[src/design/ext_bus_defs.svh]
`ifndef EXT_BUS_DEFS_SVH
`define EXT_BUS_DEFS_SVH
// register indexes on the plain register port
`define CTRL_ADDR   4'h0
`define STAT_ADDR   4'h1
`define CTRL_RESET  8'h00
`define CTRL_MASK   8'hb3
`define RELEASE_BIT 7
`define STALL_HI    5
`define STALL_LO    4
`define WMODE_HI    1
`define WMODE_LO    0
// memory mode / address width codes
`define MODE_A20    2'h0
`define MODE_A16    2'h1
`define MODE_A12    2'h2
`define MODE_OFF    2'h3
`define MASK_A20    20'hfffff
`define MASK_A16    20'h0ffff
`define MASK_A12    20'h00fff
`define MASK_D8     20'h000ff
// control port bit positions
`define CTL_ALE     0
`define CTL_OE      1
`define CTL_WRL     2
`define CTL_WRH     3
`define CTL_BA0     4
`define CTL_CE      5
`define CTL_LB      6
`define CTL_UB      7
`define CTL_IDLE    8'hee
`define LINES       20
`endif

[src/design/ext_bus_pkg.sv]
package ext_bus_pkg;
   // one-hot bus cycle states
   typedef enum logic [4:0] {
      ST_IDLE  = 5'b00001,
      ST_ADDR  = 5'b00010,
      ST_DATA  = 5'b00100,
      ST_STALL = 5'b01000,
      ST_DONE  = 5'b10000
   } state_type;

   // one core access request
   typedef struct packed {
      logic        write;   // table write, else read
      logic        table_op; // table op, else fetch
      logic        hi_byte; // byte lane for byte modes
      logic [19:0] addr;
      logic [15:0] wdata;   // table latch contents
   } mem_req_type;

   // shared address/data and upper address pins
   typedef struct packed {
      logic [19:0] dout;
      logic [19:0] oe_n;
   } lines_type;

   // bus control port pins
   typedef struct packed {
      logic [7:0] dout;
      logic [7:0] oe_n;
   } ctl_pins_type;
endpackage

[src/design/external_memory_bus_control.sv]
`timescale 1ns/10ps
`include "ext_bus_defs.svh"

// Summary of operation
// - bus supports 8 or 16 bit data and three address widths up to 20 bits.
// - 28 shared pins: 20 address/data lines plus an 8-bit control port.
// - lines 0-15 carry address then data, lines 8-15 address only in 8-bit width; lines 16-19 carry address only.
// - control bits 0-7: ALE, OE, WRITE_STROBE_LOW_BYTE, WRITE_STROBE_HIGH_BYTE, BA0, CE, LB, UB.
// - with the bus disabled by configuration the control register ignores writes.
// - release bit clear: bus owns its pins permanently over port I/O.
// - release bit set: pins are port I/O except during external accesses.
// - release bit resets to zero, so the bus owns its pins.
// - wait field 11,10,01,00 adds 0,1,2,3 cycles to table operations.
// - word write mode drives the latch word (bits 11:0 only with 12-bit addressing) and pulses WRITE_STROBE_HIGH_BYTE with both UB and LB.
// - byte select mode copies the byte to both halves, WRITE_STROBE_HIGH_BYTE plus UB or LB.
// - byte write mode copies the byte to both halves, WRITE_STROBE_HIGH_BYTE or WRITE_STROBE_LOW_BYTE.
// - write mode field has no effect with 8-bit data width.
// - unimplemented bits 6,3,2 read zero; implemented bits reset to zero.
// - control register shares its address with timer-2 period, chosen by select.
// - address and data width come only from configuration inputs.
// - data width configuration set selects 16-bit, cleared selects 8-bit.
// - mode field picks 20, 16, 12-bit addressing or bus disabled; 01 is 16-bit.
// - unused upper address lines stay port I/O regardless of release bit.
// - address and data are time-multiplexed on shared lines every cycle.
// - waits only with wait-enable set, inserted after the data cycle.
// - idle owned bus floats lines, CE OE WR UB LB high, ALE BA0 low.
// - ALE marks the address, then OE reads the word, masked to 8 bits in 8-bit width and to 12 with 12-bit addressing.
// - CE is active during each access outside sleep and held high during sleep while the bus owns the control port.
module external_memory_bus_control (
   input  wire logic                       core_clk,           // 25 MHz core clock
   input  wire logic                       nrst,               // async reset
   input  wire logic [3:0]                 reg_addr,           // register index
   input  wire logic [7:0]                 reg_wdata,          // write data
   input  wire logic                       reg_wr,             // write strobe
   input  wire logic                       reg_rd,             // read strobe
   output logic [7:0]                      reg_rdata,          // read data, next cycle
   input  wire logic                       shared_addr_select, // picks control over period
   output logic [7:0]                      timer2_period_reg,  // shared-address neighbour
   input  wire logic                       data_width_cfg,     // 1 = 16-bit data
   input  wire logic [1:0]                 memory_mode_width_cfg, // address width code
   input  wire logic                       wait_enable_cfg,    // table wait enable
   input  wire logic                       sleep_mode,         // device asleep
   input  wire logic                       req_valid,          // core access request
   input  ext_bus_pkg::mem_req_type        req,                // request contents
   output logic                            req_ready,          // request taken
   output logic                            resp_valid,         // access finished
   output logic [15:0]                     resp_data,          // read word
   input  wire logic [19:0]                line_in,            // pin levels
   input  ext_bus_pkg::lines_type          gpio_lines,         // port I/O drive
   output ext_bus_pkg::lines_type          lines,              // line pins
   input  ext_bus_pkg::ctl_pins_type       ctl_gpio,           // port I/O drive
   output ext_bus_pkg::ctl_pins_type       ctl_pins            // control pins
);

   // active address lines for a memory mode
   function automatic logic [19:0] line_mask(input logic [1:0] mode);
      case (mode)
         `MODE_A20: line_mask = `MASK_A20;
         `MODE_A16: line_mask = `MASK_A16;
         `MODE_A12: line_mask = `MASK_A12;
         default:   line_mask = 20'h00000;
      endcase
   endfunction

   ext_bus_pkg::state_type   state_reg;
   ext_bus_pkg::state_type   state_next;
   ext_bus_pkg::mem_req_type req_q_reg;
   logic [7:0]               ctrl_reg;
   logic [1:0]               stall_reg;
   logic                     loaded_reg;
   logic                     wide_reg;
   logic [1:0]               mode_reg;
   logic                     wait_en_reg;
   logic [1:0]               waits;
   logic                     bus_on;
   logic                     owned;
   logic                     strobing;
   logic                     in_cycle;
   logic [19:0]              amask;
   logic [19:0]              dmask;
   logic [15:0]              bus_wdata;
   logic [19:0]              line_dout_next;
   logic [19:0]              line_oe_n_next;
   logic [7:0]               ctl_next;
   logic                     release_bit;
   logic [1:0]               wmode;

   assign release_bit = ctrl_reg[`RELEASE_BIT];
   assign wmode       = ctrl_reg[`WMODE_HI:`WMODE_LO];
   // field 11 -> 0 waits, 00 -> 3 waits
   assign waits       = ~ctrl_reg[`STALL_HI:`STALL_LO];
   assign bus_on      = loaded_reg && (mode_reg != `MODE_OFF);
   assign in_cycle    = state_reg != ext_bus_pkg::ST_IDLE;
   // bus owns pins always when not released, else only while cycling
   assign owned       = bus_on && (!release_bit || in_cycle);
   assign strobing    = (state_reg == ext_bus_pkg::ST_DATA) ||
                        (state_reg == ext_bus_pkg::ST_STALL);
   assign amask       = line_mask(mode_reg);
   // data lines limited by width; 12-bit addressing loses data bits 15:12
   assign dmask       = (wide_reg ? `MASK_A16 : `MASK_D8) & amask;
   // byte modes copy the latch byte onto both halves
   assign bus_wdata   = (wide_reg && wmode[1]) ? req_q_reg.wdata :
                        {req_q_reg.wdata[7:0], req_q_reg.wdata[7:0]};

   // width straps caught once after reset, never writable
   always_ff @(posedge core_clk or negedge nrst) begin
      if (!nrst) begin
         loaded_reg  <= 1'b0;
         wide_reg    <= 1'b1;
         mode_reg    <= `MODE_OFF;
         wait_en_reg <= 1'b1;
      end else if (!loaded_reg) begin
         loaded_reg  <= 1'b1;
         wide_reg    <= data_width_cfg;
         mode_reg    <= memory_mode_width_cfg;
         wait_en_reg <= wait_enable_cfg;
      end
   end

   // control register and its shared-address neighbour
   always_ff @(posedge core_clk or negedge nrst) begin
      if (!nrst) begin
         ctrl_reg          <= `CTRL_RESET;
         timer2_period_reg <= 8'hff;
      end else if (reg_wr && reg_addr == `CTRL_ADDR) begin
         if (!shared_addr_select)
            timer2_period_reg <= reg_wdata;
         else if (bus_on)
            ctrl_reg <= reg_wdata & `CTRL_MASK;
      end
   end

   // read data one cycle after the strobe; unmapped reads zero
   always_ff @(posedge core_clk or negedge nrst) begin
      if (!nrst) begin
         reg_rdata <= 8'h00;
      end else if (reg_rd) begin
         case (reg_addr)
            `CTRL_ADDR: reg_rdata <= shared_addr_select ? ctrl_reg : timer2_period_reg;
            `STAT_ADDR: reg_rdata <= {loaded_reg, wide_reg, mode_reg, wait_en_reg,
                                      owned, in_cycle, sleep_mode};
            default:    reg_rdata <= 8'h00;
         endcase
      end else begin
         reg_rdata <= 8'h00;
      end
   end

   // sleep blocks new cycles so CE can stay high
   assign req_ready = (state_reg == ext_bus_pkg::ST_IDLE) && bus_on && !sleep_mode;

   // bus cycle sequencing
   always_comb begin
      state_next = state_reg;
      case (state_reg)
         ext_bus_pkg::ST_IDLE: begin
            if (req_valid && req_ready)
               state_next = ext_bus_pkg::ST_ADDR;
         end
         ext_bus_pkg::ST_ADDR:
            state_next = ext_bus_pkg::ST_DATA;
         ext_bus_pkg::ST_DATA: begin
            if (req_q_reg.table_op && wait_en_reg && waits != 2'h0)
               state_next = ext_bus_pkg::ST_STALL;
            else
               state_next = ext_bus_pkg::ST_DONE;
         end
         ext_bus_pkg::ST_STALL: begin
            if (stall_reg == 2'h1)
               state_next = ext_bus_pkg::ST_DONE;
         end
         ext_bus_pkg::ST_DONE:
            state_next = ext_bus_pkg::ST_IDLE;
         default:
            state_next = ext_bus_pkg::ST_IDLE;
      endcase
   end

   always_ff @(posedge core_clk or negedge nrst) begin
      if (!nrst)
         state_reg <= ext_bus_pkg::ST_IDLE;
      else
         state_reg <= state_next;
   end

   // request capture and wait countdown
   always_ff @(posedge core_clk or negedge nrst) begin
      if (!nrst) begin
         req_q_reg <= '0;
         stall_reg <= 2'h0;
      end else begin
         if (req_valid && req_ready)
            req_q_reg <= req;
         if (state_reg == ext_bus_pkg::ST_DATA)
            stall_reg <= waits;
         else if (state_reg == ext_bus_pkg::ST_STALL)
            stall_reg <= stall_reg - 2'h1;
      end
   end

   // pins lag state by one cycle, so the read word is sampled in done
   always_ff @(posedge core_clk or negedge nrst) begin
      if (!nrst) begin
         resp_valid <= 1'b0;
         resp_data  <= 16'h0000;
      end else begin
         resp_valid <= state_reg == ext_bus_pkg::ST_DONE;
         if (state_reg == ext_bus_pkg::ST_DONE && !req_q_reg.write)
            resp_data <= line_in[15:0] & dmask[15:0];
      end
   end

   // per-line drive: address phase, data phase, float, or port I/O
   genvar gi;
   generate
      for (gi = 0; gi < `LINES; gi = gi + 1) begin : g_line
         logic data_ln;
         assign data_ln = strobing && dmask[gi];
         assign line_dout_next[gi] = !(owned && amask[gi]) ? gpio_lines.dout[gi] :
                                     (data_ln ? bus_wdata[gi % 16] :
                                      req_q_reg.addr[gi]);
         assign line_oe_n_next[gi] = !(owned && amask[gi]) ? gpio_lines.oe_n[gi] :
                                     (state_reg == ext_bus_pkg::ST_ADDR) ? 1'b0 :
                                     data_ln ? !req_q_reg.write :
                                     strobing ? 1'b0 : 1'b1;
      end
   endgenerate

   // control levels, active low except ALE and BA0
   always_comb begin
      ctl_next           = `CTL_IDLE;
      ctl_next[`CTL_ALE] = state_reg == ext_bus_pkg::ST_ADDR;
      ctl_next[`CTL_CE]  = !(in_cycle && state_reg != ext_bus_pkg::ST_DONE) ||
                           sleep_mode;
      ctl_next[`CTL_OE]  = !(strobing && !req_q_reg.write);
      ctl_next[`CTL_BA0] = in_cycle && state_reg != ext_bus_pkg::ST_DONE &&
                           req_q_reg.hi_byte && (!wide_reg || wmode == 2'h1);
      if (strobing && req_q_reg.write) begin
         if (!wide_reg) begin
            ctl_next[`CTL_WRL] = 1'b0;
         end else if (wmode[1]) begin
            ctl_next[`CTL_WRH] = 1'b0;
            ctl_next[`CTL_UB]  = 1'b0;
            ctl_next[`CTL_LB]  = 1'b0;
         end else if (wmode[0]) begin
            ctl_next[`CTL_WRH] = 1'b0;
            ctl_next[`CTL_UB]  = !req_q_reg.hi_byte;
            ctl_next[`CTL_LB]  = req_q_reg.hi_byte;
         end else begin
            ctl_next[`CTL_WRH] = !req_q_reg.hi_byte;
            ctl_next[`CTL_WRL] = req_q_reg.hi_byte;
         end
      end else if (strobing && wide_reg) begin
         ctl_next[`CTL_UB] = 1'b0;
         ctl_next[`CTL_LB] = 1'b0;
      end
   end

   // registered pin drive; the bus overrides port I/O only on the pins it owns
   always_ff @(posedge core_clk or negedge nrst) begin
      if (!nrst) begin
         lines    <= '{dout: 20'h00000, oe_n: 20'hfffff};
         ctl_pins <= '{dout: `CTL_IDLE, oe_n: 8'hff};
      end else begin
         lines.dout    <= line_dout_next;
         lines.oe_n    <= line_oe_n_next;
         ctl_pins.dout <= owned ? ctl_next : ctl_gpio.dout;
         ctl_pins.oe_n <= owned ? 8'h00 : ctl_gpio.oe_n;
      end
   end

   // assertions
   property p_rsv_zero;
      @(posedge core_clk) disable iff (!nrst)
      reg_rd && reg_addr == `CTRL_ADDR && shared_addr_select |=>
         (reg_rdata & ~`CTRL_MASK) == 8'h00;
   endproperty
   a_rsv_zero: assert property (p_rsv_zero) else $error("reserved bits not zero");

   property p_off_ignores;
      @(posedge core_clk) disable iff (!nrst)
      !bus_on |=> $stable(ctrl_reg);
   endproperty
   a_off_ignores: assert property (p_off_ignores) else $error("write taken, bus off");

   property p_own;
      @(posedge core_clk) disable iff (!nrst)
      bus_on && !release_bit |=> ctl_pins.oe_n == 8'h00;
   endproperty
   a_own: assert property (p_own) else $error("bus lost its pins");

   property p_released;
      @(posedge core_clk) disable iff (!nrst)
      bus_on && release_bit && !in_cycle |=> ctl_pins.dout == $past(ctl_gpio.dout);
   endproperty
   a_released: assert property (p_released) else $error("released pins not I/O");

   property p_wait3;
      @(posedge core_clk) disable iff (!nrst)
      state_reg == ext_bus_pkg::ST_DATA && req_q_reg.table_op && wait_en_reg &&
      ctrl_reg[`STALL_HI:`STALL_LO] == 2'h0 |=>
         state_reg == ext_bus_pkg::ST_STALL [*3] ##1 state_reg == ext_bus_pkg::ST_DONE;
   endproperty
   a_wait3: assert property (p_wait3) else $error("wrong wait count");

   property p_nowait;
      @(posedge core_clk) disable iff (!nrst)
      state_reg == ext_bus_pkg::ST_DATA && !wait_en_reg |=>
         state_reg == ext_bus_pkg::ST_DONE;
   endproperty
   a_nowait: assert property (p_nowait) else $error("wait without enable");

   property p_word_wr;
      @(posedge core_clk) disable iff (!nrst)
      state_reg == ext_bus_pkg::ST_DATA && req_q_reg.write && wide_reg && wmode[1] &&
      mode_reg != `MODE_A12 |=> !ctl_pins.dout[`CTL_WRH] && ctl_pins.dout[`CTL_WRL] &&
         lines.dout[15:0] == $past(req_q_reg.wdata);
   endproperty
   a_word_wr: assert property (p_word_wr) else $error("word write wrong");

   property p_byte_wr;
      @(posedge core_clk) disable iff (!nrst)
      state_reg == ext_bus_pkg::ST_DATA && req_q_reg.write && wide_reg &&
      wmode == 2'h0 |=> ctl_pins.dout[`CTL_WRH] != ctl_pins.dout[`CTL_WRL];
   endproperty
   a_byte_wr: assert property (p_byte_wr) else $error("byte write strobes wrong");

   property p_narrow_wr;
      @(posedge core_clk) disable iff (!nrst)
      state_reg == ext_bus_pkg::ST_DATA && req_q_reg.write && !wide_reg |=>
         ctl_pins.dout[`CTL_WRH] && !ctl_pins.dout[`CTL_WRL];
   endproperty
   a_narrow_wr: assert property (p_narrow_wr) else $error("8-bit write strobes");

   property p_upper_free;
      @(posedge core_clk) disable iff (!nrst)
      loaded_reg && mode_reg == `MODE_A16 |=>
         lines.dout[19:16] == $past(gpio_lines.dout[19:16]);
   endproperty
   a_upper_free: assert property (p_upper_free) else $error("upper lines taken");

   property p_idle_lv;
      @(posedge core_clk) disable iff (!nrst)
      bus_on && !release_bit && !in_cycle && !sleep_mode |=>
         ctl_pins.dout == `CTL_IDLE && (lines.oe_n & amask) == amask;
   endproperty
   a_idle_lv: assert property (p_idle_lv) else $error("idle levels wrong");

   property p_ale_oe;
      @(posedge core_clk) disable iff (!nrst)
      state_reg == ext_bus_pkg::ST_ADDR && !req_q_reg.write |=>
         ctl_pins.dout[`CTL_ALE] ##1 !ctl_pins.dout[`CTL_OE] && !ctl_pins.dout[`CTL_ALE];
   endproperty
   a_ale_oe: assert property (p_ale_oe) else $error("ALE then OE broken");

   property p_sleep_ce;
      @(posedge core_clk) disable iff (!nrst)
      sleep_mode && owned |=> ctl_pins.dout[`CTL_CE];
   endproperty
   a_sleep_ce: assert property (p_sleep_ce) else $error("CE low in sleep");

   c_read:  cover property (@(posedge core_clk) disable iff (!nrst)
                            resp_valid && !req_q_reg.write);
   c_write: cover property (@(posedge core_clk) disable iff (!nrst)
                            resp_valid && req_q_reg.write);
   c_stall: cover property (@(posedge core_clk) disable iff (!nrst)
                            state_reg == ext_bus_pkg::ST_STALL);
endmodule

[config.mk]
export PLATFORM = sky130hd
export DESIGN_NAME = external_memory_bus_control
export DESIGN_NICKNAME = d
export VERILOG_FILES = /design/src/design/ext_bus_pkg.sv /design/src/design/external_memory_bus_control.sv
export VERILOG_INCLUDE_DIRS = /design/src /design/src/design
export SDC_FILE = /design/constraint.sdc
export NUM_CORES = 1
export LEC_CHECK = 0
export ABC_AREA = 1
export BUFFER_PORTS_ARGS = -buffer_cell sky130_fd_sc_hd__buf_2
export CORE_MARGIN = 8
export CORE_UTILIZATION = 45
export CTS_BUF_LIST = sky130_fd_sc_hd__clkbuf_8 sky130_fd_sc_hd__clkbuf_16
export DETAILED_ROUTE_END_ITERATION = 6
export PLACE_DENSITY_LB_ADDON = 0.25
export SLEW_MARGIN = 20
export SYNTH_ARGS = -nofsm -noshare
export SYNTH_HDL_FRONTEND = slang
export SYNTH_SLANG_ARGS = --single-unit
[constraint.sdc]
create_clock -name core_clk -period 1.76 [get_ports core_clk]
set_clock_uncertainty 0.15 [all_clocks]
set_input_delay 0.352 -clock core_clk [delete_from_list [all_inputs] [get_ports core_clk]]
set_output_delay 0.352 -clock core_clk [all_outputs]
set_load 0.02 [all_outputs]
==> impl_metrics.ini <==
[floorplan]
die_w_um = 133
initial_utilization_pct = 46.4
num_rows = 42
die-area_sq_um = 17700
coreArea_sq_um = 13300
dieHeight_um = 133
io_pins = 228

[hold_path]
hp-class = primary input to flip-flop

[sta]
post-route-worst-setup-slack_ns = -0.263
worst_pin_slew_ns = 0.524
hold_violations = 0
fmax_mhz = 494
slew_violations = 0
setup_viol = 74
fin_setup_tns_ns = -5.62
rsz0062_at_grt = yes
min_period_ns = 2.02
timing.final.crit_share_pct = 115
max-slew-margin-rel_pct = 65.1

[placement]
dp_hpwl_um = 13500
preCtsSetupSlack_ns = -0.0602
port_buffers = 223
gp_congestion = 0.795

[setup_path]
cp_slowest_cell = dfstp_2
reg2reg_slack_ns = -0.18
cp_num_buf_inv = 2
cp-end-kind = output port
cp_max_fo = 2
crit_type = flip-flop to output port
cpMostUsedCell = nor2_4
arrival_ns = 1.52
startpoint_type = flip-flop
crit_chain = inv_2 -> nor2_4 -> nand3_2 -> nor2_4 -> buf_6
crit_family = flip-flops
critPathRequiredTime_ns = 1.26
max_stage_delay_ns = 0.54

[clock_network]
h-tree-depth = 4
worstSkewPairLatency_ns = 0.42
clockBufferDepth = 2
cts_sinks = 145
tritoncts = done
cts_buffers = 17
clkTransAtPathRegs_ns = 0.06
cts-root-buf = clkbuf_16

[global_routing]
grt_usage_pct = 22.8
grt_overflow = 0
grt_max_degree = 42
antenna_found_initial = 0
grt_first_pass_wirelength_um = 32400
grt_pass1_vias = 6422

[power]
netSwitchingFraction_pct = 32.9
power.switching_mw = 3.76
power_frac_comb_pct = 28.8
vdd_drop_max_v = 0.000714
power_frac_seq_pct = 40.4
cellPowerDensity_nw_per_um2 = 1110
power_leakage_nw = 5.35
clkPwrFrac_pct = 30.7
p_int_mw = 7.68

[synthesis]
synth_edf_count = 0
synth_cell_types = 27
synthCells = 724
synthFlopType = dfrtp_1
synth_top_area_share_pct = 39.8
synth_area_leaders = dfrtp_1 40%, dfstp_2 20%, nand2_1 19%
synth_area_leader_cell = dfrtp_1
synth_seq_area_share_pct = 59.8
ys_ff_latch = 145
synth_commonest_cells = 318 x nand2_1, 98 x dfrtp_1, 59 x nand3_1, 55 x inv_1, 50 x o21ai_0
yosysWarnings = 0
yosys.cell_count.top_type = nand2_1
syn-num-nets = 863
synth-async-reset-ratio_pct = 100
netlist_area_sq_um = 6160
synth_area_per_cell_sq_um = 8.51

[detailed_routing]
avgViaCountPerCell = 5.01
first_iter_violations = 391
vias = 6530
wl_per_cell_um = 17.4
drc_errors = 0
ant_nets = 0
dr.pass1.iters = 5
routed_wirelength_um = 22600

[final_layout]
largest_reg_flops = 40
area_delta_synth_final_pct = 67.6
n_fill_cell = 874
layout-drive-gt1-share_pct = 43.0
layout.nets = 1253
antennaDiodeCount = 0

[outcome]
outcome = finished, violations left
failed_checks = setup timing

[job]
cap_violations = 0
-- layer usage --
metal  track usage, %  up-vias  share of wire (%)
li1                 -     3054                  -
met1             26.5     3096                 37
met2             38.7      305                 51
met3             6.85       75                7.7
met4             8.96        0                3.7
met5                0        -                  0
-- power groups by stage --
stage,combinational (mW),clock [mW],sequential [mW]
floorplan,1.22,0,4.87
global placement,2.39,0,4.63
detailed placement,2.45,0,4.63
CTS,2.71,3.55,4.58
global route,3.61,3.71,4.70
finish,3.30,3.52,4.63
-- what timing repair did --
item | CTS | global route
buffers inserted | 3 | 18
pin swaps | 1 | 16
setup endpoints to repair | 47 | 83
resized for setup | 11 | 160
hold buffers | 101 | 1
gates cloned | 0 | 13
hold endpoints to repair | 133 | 1
-- kinds of logic (layout without fill, tap and decap cells) --
kind of cell | after synthesis | count (layout) | synth area share, %
compound gates | 66 | 66 | 5.50
buf+inv | 85 | 487 | 5.77
simple gates | 426 | 427 | 28.6
other cells | 1 | 1 | 0.0608
fa+ha+maj | 1 | 1 | 0.203
flops | 145 | 145 | 59.8
-- metrics by stage --
stage | area, sq um | utilization [%] | total power [mW] | hold WS (ns) | std cells
floorplan | 6160 | - | 6.09 | -0.0936 | 724
global placement | 7700 | 57.9 | 7.02 | 0.125 | 1136
detailed placement | 7700 | 57.9 | 7.09 | 0.124 | 1136
CTS | 9350 | 70.3 | 10.8 | 0.000357 | 1272
global route | 10300 | 77.7 | 12.0 | 0.00644 | 1303
finish | 10300 | 77.7 | 11.4 | 0.00438 | 1303
-- worst register-to-register path: stages, from the launching register on --
cell and delay, ns:
dfstp_2 0.54, inv_2 0.05, nor2_4 0.10, nand3_2 0.12, nor2_4 0.15, buf_4 0.13, buf_6 0.10, nand2_8 0.10
clkinv_8 0.12, clkbuf_16 0.19, nand2_2 0.06, nand2_1 0.07
-- final cells by class --
cell class                      instances  area, sq um  area share (%)
Timing Repair inverter                  2         20.0           0.194
Clock inverter                         13          120            1.16
Timing Repair Buffer                  390         2960            28.7
Clock buffer                           19          453            4.38
Sequential cell                       145         3690            35.7
Inverter                               63          270            2.62
Tap cell                              176          220            2.13
Multi-Input combinational cell        495         2600            25.2
-- placed cells by master, fill, tap and decap left out, types with 10 or more instances in the layout --
master         synthesis  final
a21oi_1               11     10
buf_12                 0     10
buf_2                 11    221
buf_4                  6     33
buf_6                  0     14
clkbuf_16              0     25
dfrtp_1               98     98
dfstp_2               47     47
dlygate4sd3_1          0    102
inv_1                 55     56
nand2_1              318    250
nand2_2                4     45
nand2_4                0     25
nand3_1               59     51
nor2_1                26     13
nor2_2                 8     16
o21ai_0               50     47
-- path summary, 6_finish.rpt --
kind | startpoint | endpoint | depth (start not counted)
max reg2reg | state_reg[0]$_DFFE_PN1P_ | req_q_reg[28]$_DFFE_PN0P_ | 11
min in group asynchronous | nrst | reg_rdata[2]$_DFF_PN0_ | 2
max | state_reg[0]$_DFFE_PN1P_ | req_ready | 5
max in group asynchronous | nrst | lines[16]$_DFF_PN1_ | 3
min reg2reg | timer2_period_reg[6]$_DFFE_PN1P_ | timer2_period_reg[6]$_DFFE_PN1P_ | 2
min | ctl_gpio[9] | ctl_pins[9]$_DFF_PN1_ | 3
(Power assumes the default switching activity.)
